===== src/include/ssft_pkg.sv =====
// Shared constants, encodings and carrier types for the segment and flag instruction decoder.
package ssft_pkg;

  // ==========================================================================
  // Opcode encodings
  // ==========================================================================
  localparam logic [7:0] OPC_ESCAPE = 8'h0f;
  localparam logic [7:0] POP_SEG_MASK = 8'he7;
  localparam logic [7:0] POP_SEG_PATTERN = 8'h07;
  localparam logic [7:0] POP_SEG2_MASK = 8'hc7;
  localparam logic [7:0] POP_SEG2_PATTERN = 8'h81;
  localparam logic [7:0] SWAP_MASK = 8'hf8;
  localparam logic [7:0] SWAP_PATTERN = 8'h90;
  localparam logic [7:0] OPC_LOAD_EFF_ADDR = 8'h8d;
  localparam logic [7:0] OPC_FAR_DATA = 8'hc5;
  localparam logic [7:0] OPC_FAR_EXTRA = 8'hc4;
  localparam logic [7:0] OPC2_FAR_STACK = 8'hb2;
  localparam logic [7:0] OPC2_FAR_THIRD = 8'hb4;
  localparam logic [7:0] OPC2_FAR_FOURTH = 8'hb5;
  localparam logic [7:0] OPC_CARRY_CLEAR = 8'hf8;
  localparam logic [7:0] OPC_CARRY_INVERT = 8'hf5;
  localparam logic [7:0] OPC_DIR_CLEAR = 8'hfc;
  localparam logic [7:0] OPC_IRQ_CLEAR = 8'hfa;
  localparam logic [7:0] OPC2_TS_CLEAR = 8'h06;
  localparam logic [7:0] OPC_FLAGS_TO_ACC = 8'h9f;

  // ==========================================================================
  // Field positions and selector codes
  // ==========================================================================
  localparam int SREG2_LSB = 3;
  localparam int MODRM_REG_LSB = 3;
  localparam int MODRM_MOD_LSB = 6;
  localparam logic [1:0] MOD_REGISTER = 2'h3;
  localparam logic [1:0] SREG2_CODE_SEG = 2'h1;
  localparam logic [2:0] SEL_EXTRA = 3'h0;
  localparam logic [2:0] SEL_STACK = 3'h2;
  localparam logic [2:0] SEL_DATA = 3'h3;
  localparam logic [2:0] SEL_THIRD = 3'h4;
  localparam logic [2:0] SEL_FOURTH = 3'h5;
  localparam int FLAG_CARRY_BIT = 0;

  // ==========================================================================
  // Clock counts (real or virtual-8086 / protected)
  // ==========================================================================
  localparam int CNT_W = 5;
  localparam logic [CNT_W-1:0] CLK_POP_SEG_REAL = 5'h07;
  localparam logic [CNT_W-1:0] CLK_POP_SEG_PROT = 5'h15;
  localparam logic [CNT_W-1:0] CLK_SWAP = 5'h03;
  localparam logic [CNT_W-1:0] CLK_LOAD_EFF_ADDR = 5'h02;
  localparam logic [CNT_W-1:0] CLK_FAR_REAL = 5'h07;
  localparam logic [CNT_W-1:0] CLK_FAR_PROT = 5'h16;
  localparam logic [CNT_W-1:0] CLK_FAR2_PROT = 5'h19;
  localparam logic [CNT_W-1:0] CLK_FLAG_SIMPLE = 5'h02;
  localparam logic [CNT_W-1:0] CLK_IRQ_CLEAR = 5'h08;
  localparam logic [CNT_W-1:0] CLK_TS_CLEAR = 5'h06;

  // ==========================================================================
  // Reset values
  // ==========================================================================
  localparam logic RST_CARRY = 1'b0;
  localparam logic RST_DIRECTION = 1'b0;
  localparam logic RST_IRQ_ENABLE = 1'b0;
  localparam logic RST_TASK_SWITCHED = 1'b0;

  // ==========================================================================
  // Types
  // ==========================================================================
  typedef enum logic [3:0] {
    none_op,
    seg_pop_op,
    swap_op,
    load_eff_addr_op,
    far_load_op,
    carry_clear_op,
    carry_invert_op,
    direction_clear_op,
    irq_enable_clear_op,
    task_switched_clear_op,
    flags_to_acc_high_op
  } ssft_op_t;

  typedef struct packed {
    ssft_op_t op;
    logic [2:0] sel;
    logic [2:0] reg_idx;
    logic mem;
    logic prot;
  } ssft_exec_t;

  typedef struct packed {
    logic we;
    logic [2:0] idx;
    logic [15:0] val;
  } ssft_seg_wr_t;

  typedef struct packed {
    logic we;
    logic [2:0] idx;
    logic [31:0] val;
  } ssft_reg_wr_t;

endpackage : ssft_pkg


===== src/core/ssft_cycle_timer.sv =====
// Execution clock counter that stretches by one cycle for each wait-stated cycle.
`timescale 1ns/100ps
module ssft_cycle_timer (
  input wire logic i_clk,
  input wire logic i_nrst,
  input wire logic i_load,
  input wire logic [ssft_pkg::CNT_W-1:0] i_count,
  input wire logic i_stall,
  output logic o_last
);

  // ==========================================================================
  // Down counter
  // ==========================================================================
  logic [ssft_pkg::CNT_W-1:0] cnt_ff;

  // A stalled cycle holds the count, so each wait state adds exactly one clock.
  always_ff @(posedge i_clk or negedge i_nrst) begin
    if (!i_nrst) begin
      cnt_ff <= '0;
    end else if (i_load) begin
      cnt_ff <= i_count;
    end else if ((cnt_ff != '0) && !i_stall) begin
      cnt_ff <= cnt_ff - 1'b1;
    end
  end

  // Last productive cycle of the instruction.
  assign o_last = (cnt_ff == {{(ssft_pkg::CNT_W-1){1'b0}}, 1'b1}) && !i_stall;

endmodule : ssft_cycle_timer


===== src/core/ssft_decoder.sv =====
// Decoder and clock-count sequencer for segment pops, swaps, far loads and flag control.
// ============================================================================
// ============================================================================
`timescale 1ns/100ps
module ssft_decoder (
  input wire logic i_clk,
  input wire logic i_nrst,
  input wire logic i_byte_vld,
  input wire logic [7:0] i_byte,
  input wire logic i_prot_mode,
  input wire logic i_wait,
  input wire logic [15:0] i_mem_sel,
  input wire logic [31:0] i_mem_offset,
  input wire logic [31:0] i_eff_addr,
  input wire logic [7:0] i_flags_low,
  output logic o_byte_rdy,
  output logic o_busy,
  output logic o_done,
  output logic o_illegal,
  output ssft_pkg::ssft_exec_t o_cur,
  output ssft_pkg::ssft_seg_wr_t o_seg_wr,
  output ssft_pkg::ssft_reg_wr_t o_dest_wr,
  output logic o_swap_req,
  output logic [2:0] o_swap_idx,
  output logic o_acc_high_we,
  output logic [7:0] o_acc_high_byte,
  output logic o_carry,
  output logic o_direction,
  output logic o_irq_enable,
  output logic o_task_switched
);

  // ==========================================================================
  // Declarations
  // ==========================================================================
  typedef enum logic [1:0] {st_opcode, st_escape, st_modrm, st_exec} ssft_state_t;

  ssft_state_t state_ff;
  ssft_state_t nxt_state;
  ssft_pkg::ssft_exec_t cur_ff;
  ssft_pkg::ssft_exec_t nxt_cur;
  logic nxt_illegal;
  logic take;
  logic start;
  logic last;
  logic [ssft_pkg::CNT_W-1:0] start_count;
  logic done_ff;
  logic illegal_ff;
  logic carry_ff;
  logic direction_ff;
  logic irq_enable_ff;
  logic task_switched_ff;
  ssft_pkg::ssft_seg_wr_t seg_wr_ff;
  ssft_pkg::ssft_reg_wr_t dest_wr_ff;
  logic swap_req_ff;
  logic [2:0] swap_idx_ff;
  logic acc_high_we_ff;
  logic [7:0] acc_high_ff;
  logic rdy_ff;
  logic busy_ff;

  localparam int SREG_FIELD_HI = ssft_pkg::SREG2_LSB + 1;
  localparam int MODRM_REG_HI = ssft_pkg::MODRM_REG_LSB + 2;

  assign take = i_byte_vld && (state_ff != st_exec);

  // Picks the column for the mode and the operand kind; unused pairs pass equal values.
  function automatic logic [ssft_pkg::CNT_W-1:0] pick_count(
    input logic prot,
    input logic mem,
    input logic [ssft_pkg::CNT_W-1:0] real_reg,
    input logic [ssft_pkg::CNT_W-1:0] real_mem,
    input logic [ssft_pkg::CNT_W-1:0] prot_reg,
    input logic [ssft_pkg::CNT_W-1:0] prot_mem
  );
    if (prot) begin
      pick_count = mem ? prot_mem : prot_reg;
    end else begin
      pick_count = mem ? real_mem : real_reg;
    end
  endfunction : pick_count

  // ==========================================================================
  // Decode
  // ==========================================================================
  // Byte-by-byte decode; the mode is sampled in the cycle execution starts.
  always_comb begin
    nxt_state = state_ff;
    nxt_cur = cur_ff;
    nxt_illegal = 1'b0;
    start = 1'b0;
    case (state_ff)
      st_opcode: begin
        if (take) begin
          nxt_cur.op = ssft_pkg::none_op;
          nxt_cur.sel = {1'b0, i_byte[SREG_FIELD_HI:ssft_pkg::SREG2_LSB]};
          nxt_cur.reg_idx = i_byte[2:0];
          nxt_cur.mem = 1'b0;
          nxt_cur.prot = i_prot_mode;
          nxt_state = st_exec;
          start = 1'b1;
          if (i_byte == ssft_pkg::OPC_ESCAPE) begin
            nxt_state = st_escape;
            start = 1'b0;
          end else if (((i_byte & ssft_pkg::POP_SEG_MASK) == ssft_pkg::POP_SEG_PATTERN)
                       && (i_byte[4:3] != ssft_pkg::SREG2_CODE_SEG)) begin
            nxt_cur.op = ssft_pkg::seg_pop_op;
            nxt_cur.sel = {1'b0, i_byte[4:3]};
            nxt_cur.mem = 1'b1;
          end else if ((i_byte & ssft_pkg::SWAP_MASK) == ssft_pkg::SWAP_PATTERN) begin
            nxt_cur.op = ssft_pkg::swap_op;
          end else if (i_byte == ssft_pkg::OPC_LOAD_EFF_ADDR) begin
            nxt_cur.op = ssft_pkg::load_eff_addr_op;
            nxt_state = st_modrm;
            start = 1'b0;
          end else if (i_byte == ssft_pkg::OPC_FAR_DATA) begin
            nxt_cur.op = ssft_pkg::far_load_op;
            nxt_cur.sel = ssft_pkg::SEL_DATA;
            nxt_state = st_modrm;
            start = 1'b0;
          end else if (i_byte == ssft_pkg::OPC_FAR_EXTRA) begin
            nxt_cur.op = ssft_pkg::far_load_op;
            nxt_cur.sel = ssft_pkg::SEL_EXTRA;
            nxt_state = st_modrm;
            start = 1'b0;
          end else if (i_byte == ssft_pkg::OPC_CARRY_CLEAR) begin
            nxt_cur.op = ssft_pkg::carry_clear_op;
          end else if (i_byte == ssft_pkg::OPC_CARRY_INVERT) begin
            nxt_cur.op = ssft_pkg::carry_invert_op;
          end else if (i_byte == ssft_pkg::OPC_DIR_CLEAR) begin
            nxt_cur.op = ssft_pkg::direction_clear_op;
          end else if (i_byte == ssft_pkg::OPC_IRQ_CLEAR) begin
            nxt_cur.op = ssft_pkg::irq_enable_clear_op;
          end else if (i_byte == ssft_pkg::OPC_FLAGS_TO_ACC) begin
            nxt_cur.op = ssft_pkg::flags_to_acc_high_op;
          end else begin
            nxt_state = st_opcode;
            start = 1'b0;
            nxt_illegal = 1'b1;
          end
        end
      end
      st_escape: begin
        if (take) begin
          nxt_cur.prot = i_prot_mode;
          nxt_state = st_exec;
          start = 1'b1;
          // Only the third and fourth selectors have an escaped pop; codes 6 and 7 are refused.
          if ((i_byte & ssft_pkg::POP_SEG2_MASK) == ssft_pkg::POP_SEG2_PATTERN
              && (i_byte[5:3] == ssft_pkg::SEL_THIRD
                  || i_byte[5:3] == ssft_pkg::SEL_FOURTH)) begin
            nxt_cur.op = ssft_pkg::seg_pop_op;
            nxt_cur.sel = i_byte[5:3];
            nxt_cur.mem = 1'b1;
          end else if (i_byte == ssft_pkg::OPC2_TS_CLEAR) begin
            nxt_cur.op = ssft_pkg::task_switched_clear_op;
          end else if (i_byte == ssft_pkg::OPC2_FAR_STACK) begin
            nxt_cur.op = ssft_pkg::far_load_op;
            nxt_cur.sel = ssft_pkg::SEL_STACK;
            nxt_state = st_modrm;
            start = 1'b0;
          end else if (i_byte == ssft_pkg::OPC2_FAR_THIRD
                       || i_byte == ssft_pkg::OPC2_FAR_FOURTH) begin
            nxt_cur.op = ssft_pkg::far_load_op;
            nxt_cur.sel = i_byte[0] ? ssft_pkg::SEL_FOURTH : ssft_pkg::SEL_THIRD;
            nxt_state = st_modrm;
            start = 1'b0;
          end else begin
            nxt_state = st_opcode;
            start = 1'b0;
            nxt_illegal = 1'b1;
          end
        end
      end
      st_modrm: begin
        if (take) begin
          nxt_cur.reg_idx = i_byte[MODRM_REG_HI:ssft_pkg::MODRM_REG_LSB];
          nxt_cur.mem = (i_byte[7:ssft_pkg::MODRM_MOD_LSB] != ssft_pkg::MOD_REGISTER);
          nxt_cur.prot = i_prot_mode;
          // A far pointer must come from memory; a register form is refused.
          if (cur_ff.op == ssft_pkg::far_load_op && !nxt_cur.mem) begin
            nxt_state = st_opcode;
            nxt_illegal = 1'b1;
          end else begin
            nxt_state = st_exec;
            start = 1'b1;
          end
        end
      end
      st_exec: begin
        if (last) begin
          nxt_state = st_opcode;
        end
      end
      default: begin
        nxt_state = st_opcode;
      end
    endcase
  end

  // Count for the instruction about to start, from its mode column.
  always_comb begin
    case (nxt_cur.op)
      ssft_pkg::seg_pop_op: begin
        start_count = nxt_cur.prot ? ssft_pkg::CLK_POP_SEG_PROT
                                   : ssft_pkg::CLK_POP_SEG_REAL;
      end
      ssft_pkg::swap_op: begin
        start_count = ssft_pkg::CLK_SWAP;
      end
      ssft_pkg::load_eff_addr_op: begin
        start_count = ssft_pkg::CLK_LOAD_EFF_ADDR;
      end
      ssft_pkg::far_load_op: begin
        start_count = pick_count(nxt_cur.prot, nxt_cur.mem, ssft_pkg::CLK_FAR_REAL,
                                 ssft_pkg::CLK_FAR_REAL,
                                 (nxt_cur.sel >= ssft_pkg::SEL_THIRD) ?
                                 ssft_pkg::CLK_FAR2_PROT : ssft_pkg::CLK_FAR_PROT,
                                 (nxt_cur.sel >= ssft_pkg::SEL_THIRD) ?
                                 ssft_pkg::CLK_FAR2_PROT : ssft_pkg::CLK_FAR_PROT);
      end
      ssft_pkg::irq_enable_clear_op: begin
        start_count = ssft_pkg::CLK_IRQ_CLEAR;
      end
      ssft_pkg::task_switched_clear_op: begin
        start_count = ssft_pkg::CLK_TS_CLEAR;
      end
      default: begin
        start_count = ssft_pkg::CLK_FLAG_SIMPLE;
      end
    endcase
  end

  // Waits stretch execution; the counter freezes on any wait-stated cycle.
  ssft_cycle_timer u_timer (
    .i_clk(i_clk),
    .i_nrst(i_nrst),
    .i_load(start),
    .i_count(start_count),
    .i_stall(i_wait),
    .o_last(last)
  );

  // ==========================================================================
  // Sequencer state
  // ==========================================================================
  always_ff @(posedge i_clk or negedge i_nrst) begin
    if (!i_nrst) begin
      state_ff <= st_opcode;
      cur_ff <= '0;
      illegal_ff <= 1'b0;
      done_ff <= 1'b0;
      rdy_ff <= 1'b1;
      busy_ff <= 1'b0;
    end else begin
      state_ff <= nxt_state;
      rdy_ff <= (nxt_state != st_exec); // Registered so the port needs no decode.
      busy_ff <= (nxt_state == st_exec);
      cur_ff <= nxt_cur;
      illegal_ff <= nxt_illegal;
      done_ff <= (state_ff == st_exec) && last;
    end
  end

  // ==========================================================================
  // Architectural flags
  // ==========================================================================
  // Flags change only in the final cycle, so a stalled instruction has no early effect.
  always_ff @(posedge i_clk or negedge i_nrst) begin
    if (!i_nrst) begin
      carry_ff <= ssft_pkg::RST_CARRY;
      direction_ff <= ssft_pkg::RST_DIRECTION;
      irq_enable_ff <= ssft_pkg::RST_IRQ_ENABLE;
      task_switched_ff <= ssft_pkg::RST_TASK_SWITCHED;
    end else if (state_ff == st_exec && last) begin
      if (cur_ff.op == ssft_pkg::carry_clear_op) begin
        carry_ff <= 1'b0;
      end
      if (cur_ff.op == ssft_pkg::carry_invert_op) begin
        carry_ff <= ~carry_ff;
      end
      if (cur_ff.op == ssft_pkg::direction_clear_op) begin
        direction_ff <= 1'b0;
      end
      if (cur_ff.op == ssft_pkg::irq_enable_clear_op) begin
        irq_enable_ff <= 1'b0;
      end
      if (cur_ff.op == ssft_pkg::task_switched_clear_op) begin
        task_switched_ff <= 1'b0;
      end
    end
  end

  // ==========================================================================
  // Result writes
  // ==========================================================================
  // One-cycle write strobes issued together with the completion pulse.
  always_ff @(posedge i_clk or negedge i_nrst) begin
    if (!i_nrst) begin
      seg_wr_ff <= '0;
      dest_wr_ff <= '0;
      swap_req_ff <= 1'b0;
      swap_idx_ff <= 3'h0;
      acc_high_we_ff <= 1'b0;
      acc_high_ff <= 8'h00;
    end else begin
      seg_wr_ff.we <= 1'b0;
      dest_wr_ff.we <= 1'b0;
      swap_req_ff <= 1'b0;
      acc_high_we_ff <= 1'b0;
      if (state_ff == st_exec && last) begin
        case (cur_ff.op)
          ssft_pkg::seg_pop_op: begin
            seg_wr_ff <= '{we: 1'b1, idx: cur_ff.sel, val: i_mem_sel};
          end
          ssft_pkg::far_load_op: begin
            seg_wr_ff <= '{we: 1'b1, idx: cur_ff.sel, val: i_mem_sel};
            dest_wr_ff <= '{we: 1'b1, idx: cur_ff.reg_idx, val: i_mem_offset};
          end
          ssft_pkg::load_eff_addr_op: begin
            dest_wr_ff <= '{we: 1'b1, idx: cur_ff.reg_idx, val: i_eff_addr};
          end
          ssft_pkg::swap_op: begin
            swap_req_ff <= 1'b1;
            swap_idx_ff <= cur_ff.reg_idx;
          end
          ssft_pkg::flags_to_acc_high_op: begin
            acc_high_we_ff <= 1'b1;
            acc_high_ff <= {i_flags_low[7:1], carry_ff};
          end
          default: begin
          end
        endcase
      end
    end
  end

  // ==========================================================================
  // Outputs
  // ==========================================================================
  assign o_byte_rdy = rdy_ff;
  assign o_busy = busy_ff;
  assign o_done = done_ff;
  assign o_illegal = illegal_ff;
  assign o_cur = cur_ff;
  assign o_seg_wr = seg_wr_ff;
  assign o_dest_wr = dest_wr_ff;
  assign o_swap_req = swap_req_ff;
  assign o_swap_idx = swap_idx_ff;
  assign o_acc_high_we = acc_high_we_ff;
  assign o_acc_high_byte = acc_high_ff;
  assign o_carry = carry_ff;
  assign o_direction = direction_ff;
  assign o_irq_enable = irq_enable_ff;
  assign o_task_switched = task_switched_ff;

endmodule : ssft_decoder


===== config.mk =====
export PLATFORM = sky130hd
export DESIGN_NAME = ssft_decoder
export DESIGN_NICKNAME = d
export VERILOG_FILES = /design/src/include/ssft_pkg.sv /design/src/core/ssft_cycle_timer.sv /design/src/core/ssft_decoder.sv
export SDC_FILE = /design/constraint.sdc
export NUM_CORES = 1
export LEC_CHECK = 0
export ABC_AREA = 1
export BUFFER_PORTS_ARGS = -buffer_cell sky130_fd_sc_hd__buf_4
export CORE_MARGIN = 4
export CORE_UTILIZATION = 29
export DETAILED_ROUTE_END_ITERATION = 8
export PLACE_DENSITY = 0.62
export SLEW_MARGIN = 20
export SYNTH_ARGS = -nofsm -noshare
export SYNTH_HDL_FRONTEND = slang
export SYNTH_SLANG_ARGS = --single-unit

===== constraint.sdc =====
create_clock -name i_clk -period 6.4 [get_ports i_clk]
set_input_delay 1.28 -clock i_clk [delete_from_list [all_inputs] [get_ports i_clk]]
set_output_delay 1.28 -clock i_clk [all_outputs]
set_load 0.02 [all_outputs]

# After elaboration in Yosys (flattened, before gate mapping)
# Cells that the tools add are included.
[op_classes] addsub=1 order_cmp=1 eq_ne=43 muxes=105 n_bitwise=1 reduce_logical=26
[op_table] operator="$eq 8x8->1 const B" count=11
[op_table] operator="$pmux 36 s2" count=1
[op_table] operator="$mux 7" count=7
[op_table] operator="$mux 1" count=46
[op_table] operator="$mux 2" count=22
[op_table] operator="$mux 20" count=2
[op_table] operator="$mux 4" count=10
[op_table] operator="$mux 36" count=1
[op_table] operator="$mux 5" count=5
[op_table] operator="$pmux 5 s5" count=1
[op_table] operator="$eq 4x3->1 const B" count=4
[op_table] operator="$ne 2x2->1 const B" count=7
[op_table] operator="$pmux 7 s2" count=1
[op_table] operator="$eq 4x2->1 const B" count=3
[op_table] operator="$eq 4x4->1 const B" count=3
[op_table] operator="$mux 12" count=1
[op_table] operator="$eq 5x5->1 const B" count=2
[op_table] operator="$reduce_and 2->1" count=5
[op_table] operator="$mux 3" count=3
[op_table] operator="$eq 4x1->1 const B" count=2
[op_table] operator="$eq 8x3->1 const B" count=1
[op_table] operator="$eq 8x4->1 const B" count=1
[op_table] operator="$pmux 2 s4" count=1
[op_table] operator="$reduce_bool 2->1" count=4
[op_table] operator="other kinds (21)" count=33
[word_totals] reg_bits=93 inputBits=101 out_inout_bits=89 elab_cells=199

# Logic depth before layout (Yosys ltp)
[logic_depth] word_depth=19 mapped_depth=18 depth_no_buf=18

# By module
# From an unflattened synthesis, not the netlist that was laid out.
[unflattened] hier_cells=668 hier_area_um2=5004.8
[by_module_without_submodules] module="ssft_decoder" instances=1 cells_each=617 area_per_inst_um2=4658.2 seq_area_each_um2=2203.4
[by_module_without_submodules] module="ssft_cycle_timer" instances=1 cells_each=51 area_per_inst_um2=346.6 seq_area_each_um2=125.1

# Worst setup path before layout
# No wires, ideal clock.
[synth_path] kind="input-to-reg" from="input port i_byte_vld" to="register u_timer.cnt_ff[1] (netlist name)" setup_time_ns=0.117 arrival_ns=2.567 required_ns=6.283 path_slack_ns=3.716 path_stages=16 n_path_buf=0 path_cell_list="inv_1 nor2_4 inv_2 nand2_1 o21ai_0 o21bai_1 nand2_2 nand2_4 nor2_2 nand3_2 nand2_2 nor2_1 nor2_2 nand2_1 nand2_1 nand2_1"
[synth_lines] element="start: declaration" line_no="ssft_decoder.sv:8" source="input wire logic i_byte_vld,"
[synth_lines] element="end signal: assignment" line_no="ssft_cycle_timer.sv:22" source="cnt_ff <= i_count;"
[synth_lines] element="end signal: assignment" line_no="ssft_cycle_timer.sv:24" source="cnt_ff <= cnt_ff - 1'b1;"
[synth_lines] element="end: declaration" line_no="ssft_cycle_timer.sv:15" source="logic [ssft_pkg::CNT_W-1:0] cnt_ff;"

==> run_results.csv <==
group,metric,value,unit
setup_path,cp-endpoint,"u_timer.cnt_ff[1]",
timing,rsz0062_at_grt,"false",
cells_and_area,antennaDiodeCount,0,
routing,drc,0,
routing,firstDrtPassIters,4,
routing,antenna_left,0,
setup_path,crit_type,"primary input to flip-flop",
timing,final.min_clock_period,2.88,ns
timing,period_share,0.451,
cells_and_area,nNetsFinal,960,
placed_design,dp_slack,3.15,ns
routing,via_per_inst,4.69,
setup_path,worstPathRequired,6.64,ns
setup_path,start_kind,"primary input",
clock_network,cts_sinks,93,
power_and_ir_drop,power_frac_seq,0.346,
cells_and_area,multi_input_area,0.00243,sq mm
routing,routed_wl,15400,um
setup_path,cpPeakStageDelay,0.39,ns
clock_network,cts_setup_buffers,0,
placed_design,gp_congestion,0.846,
placed_design,hpwl,11300,um
clock_network,cts_tree,"yes",
timing,tns,0,ns
setup_path,r2r_slack,3.83,ns
worst_hold_path,hold_class,"flip-flop to flip-flop",
power_and_ir_drop,intPower,1.26,mW
setup_path,r2r-start,"state_ff[0]",
cells_and_area,stdcell_area,0.00700,sq mm
status,status,"complete, no violations",
cells_and_area,drive_above_1_share,0.301,
cells_and_area,regArea,0.00233,sq mm
timing,final_max_slew_viol_count,0,
clock_network,cts.htree.levels,3,
power_and_ir_drop,p_leak,3.64,nW
power_and_ir_drop,ir_worst_vdd,0.000205,V
yosys,syn_inst,679,
clock_network,clock_latency,0.35,ns
setup_path,timing.rr.end,"u_timer.cnt_ff[1]",
setup_path,endpoint_kind,"flip-flop",
yosys,synth_area,0.00512,sq mm
yosys,synth_cell_types,42,
clock_network,clk_pin_slew,0.07,ns
clock_network,clk_path_buf_depth,2,
global_routing,overflow,0,
floorplan,ios,190,
timing,setup_viol,0,
yosys,ys_seq_area_frac,0.455,
placed_design,dpl_cell_area,0.00671,sq mm
timing,slew_headroom,0.581,
setup_path,slowest_stage,"nor2_4",
setup_path,path_cells,"buf_4 -> inv_1 -> nor2_4 -> nand2_1 -> nand2_1 -> a21boi_1 -> inv_2 -> nand2_2 -> nor2_4 -> nand3_2 -> nand2_2 -> nor2_1 -> nor2_2 -> nand2_1 -> nand2_1 -> nand2_1",
cells_and_area,final_core_util,0.405,
clock_network,cts_hold_buffers,0,
timing,hold_viol,0,
cells_and_area,area_delta_synth_final,36.7,%
timing,holdWs,0.471,ns
floorplan,initial_utilization,0.296,
global_routing,grt_pass1_wl,25100,um
floorplan,dieArea,0.0198,sq mm
floorplan,die_w,141,um
yosys,yosys_warnings,0,
floorplan,core.rowCount,48,
setup_path,cp_common_cell,"nand2_1",
power_and_ir_drop,clock_power_share,0.252,
power_and_ir_drop,comb_power_share,0.402,
power_and_ir_drop,p_per_area,302,mW/mm^2
timing,max_freq,347,MHz
timing,fin_ws,3.52,ns
clock_network,cts_buffers,9,
cells_and_area,final.fill_count,1805,
power_and_ir_drop,p_sw,0.854,mW
setup_path,critPathLaunch,"i_byte_vld",
clock_network,ctsResizeCount,0,
setup_path,arrival,3.12,ns
setup_path,ff2ff_path_depth,15,
power_and_ir_drop,swShare,0.405,
floorplan,core_area,0.0173,sq mm
timing,fin_skew,0.00980,ns
placed_design,port_buffers,185,
flow_run,maxCapViolations,0,
routing,first_iter_violations,256,
setup_path,cp_max_fo,17,
routing,post_drt_wl_per_cell,14.3,um
timing,tightest_slew,0.629,ns
routing,vias,5072,
global_routing,grt.total_usage,0.155,
yosys,syn_area_per_cell,7.54,sq um
global_routing,antenna_found_initial,0,
yosys,ys_seq_elements,93,
clock_network,root_buffer,"clkbuf_16",
floorplan,fp.dieH,141,um
global_routing,grt_pass1_vias,4947,
global_routing,grt_max_degree,66,
-- area by class of cell --
type,count,area share
Timing Repair Buffer,192,0.206
Sequential cell,93,0.333
Clock buffer,9,0.0322
Inverter,60,0.0322
Clock inverter,7,0.00930
Multi-Input combinational cell,496,0.348
Tap cell,225,0.0402
-- worst max-delay path: cells and delay by family --
family                 cells  cell delay [ns]
buffers and inverters      3             0.21
AND/OR/NAND/NOR           12             1.49
AO/OA/AOI/OAI              1             0.14
-- synthesized netlist by cell type, drive strengths merged --
| master | count | share of area |
|---|---|---|
| a211oi | 1 | 0.0015 |
| a21boi | 2 | 0.0029 |
| a21oi | 11 | 0.015 |
| a22oi | 1 | 0.0015 |
| a31oi | 34 | 0.042 |
| and3 | 1 | 0.0012 |
| buf | 15 | 0.017 |
| clkbuf | 17 | 0.012 |
| clkinv | 1 | 0.00073 |
| conb | 1 | 0.00073 |
| dfrtp | 92 | 0.45 |
| dfstp | 1 | 0.0051 |
| ha | 7 | 0.017 |
| inv | 59 | 0.043 |
| mux2 | 1 | 0.0022 |
| nand2 | 235 | 0.18 |
| nand3 | 22 | 0.025 |
| nand3b | 2 | 0.0029 |
| nand4 | 37 | 0.045 |
| nor2 | 93 | 0.078 |
| nor3 | 4 | 0.0083 |
| nor4 | 1 | 0.0012 |
| o211ai | 5 | 0.0073 |
| o21a | 1 | 0.0015 |
| o21ai | 29 | 0.028 |
| o21bai | 1 | 0.0015 |
| o221ai | 2 | 0.0034 |
| o22ai | 1 | 0.0012 |
| or2 | 1 | 0.0012 |
| xor2 | 1 | 0.0017 |
-- layer usage --
| layer | global-route usage | vias up | wire length, um |
|---|---|---|---|
| li1 | - | 2565 | - |
| met1 | 0.207 | 2362 | 6980 |
| met2 | 0.251 | 127 | 7350 |
| met3 | 0.0360 | 18 | 801 |
| met4 | 0.0464 | 0 | 305 |
| met5 | 0 | - | 0 |
-- power by group through the flow --
stage | Clock [mW] | Sequential (mW) | Combinational, mW
6_report | 0.533 | 0.729 | 0.849
5_1_grt | 0.581 | 0.741 | 0.952
4_1_cts | 0.554 | 0.730 | 0.855
3_5_place_dp | 0 | 0.741 | 0.851
3_3_place_gp | 0 | 0.741 | 0.845
2_1_floorplan | 0 | 0.808 | 0.485
-- per-stage QoR --
stage | total power, mW | cells
after CTS | 2.14 | 1082
final | 2.11 | 1082
after detailed placement | 1.59 | 1066
after global placement | 1.59 | 1066
after floorplan | 1.29 | 681
after global routing | 2.27 | 1082
-- how the worst min path moves through the flow --
stage                            start                  to  slack, ns  depth (start not counted)
floorplan            u_timer.cnt_ff[1]   u_timer.cnt_ff[1]       0.47                          2
global placement    o_acc_high_byte[3]  o_acc_high_byte[3]       0.46                          2
detailed placement  o_acc_high_byte[0]  o_acc_high_byte[0]       0.46                          2
global route               o_seg_wr[4]         o_seg_wr[4]       0.50                          2
CTS                 o_acc_high_byte[0]  o_acc_high_byte[0]       0.48                          2
finish              o_acc_high_byte[0]  o_acc_high_byte[0]       0.47                          2
-- logic make-up after synthesis --
logic type,after synthesis,synth area share
buffers and inverters,92,0.0736
xor gates and xnor gates,1,0.00171
AOI/OAI and AO/OA,88,0.106
DFF,93,0.455
muxes,1,0.00220
and+or+nand+nor,396,0.344
other,1,0.000732
adders and majority gates,7,0.0171
-- cell usage in the layout (no fill, tap or decap), drive strengths merged, types with 11 or more instances in the layout --
master	instances
nand2	235
nand3	22
dfrtp	92
inv	63
a31oi	34
a21oi	11
nor2	93
o21ai	29
buf	192
nand4	37
-- registers in the layout, summed over array words and instances, names as in the netlist, 2 cells and up --
name / count
u_timer.cnt_ff: 5
o_cur: 12
o_acc_high_byte: 8
o_dest_wr: 36
o_swap_idx: 3
o_seg_wr: 20
state_ff: 2
Note: power is estimated with default switching activity, not from simulation.
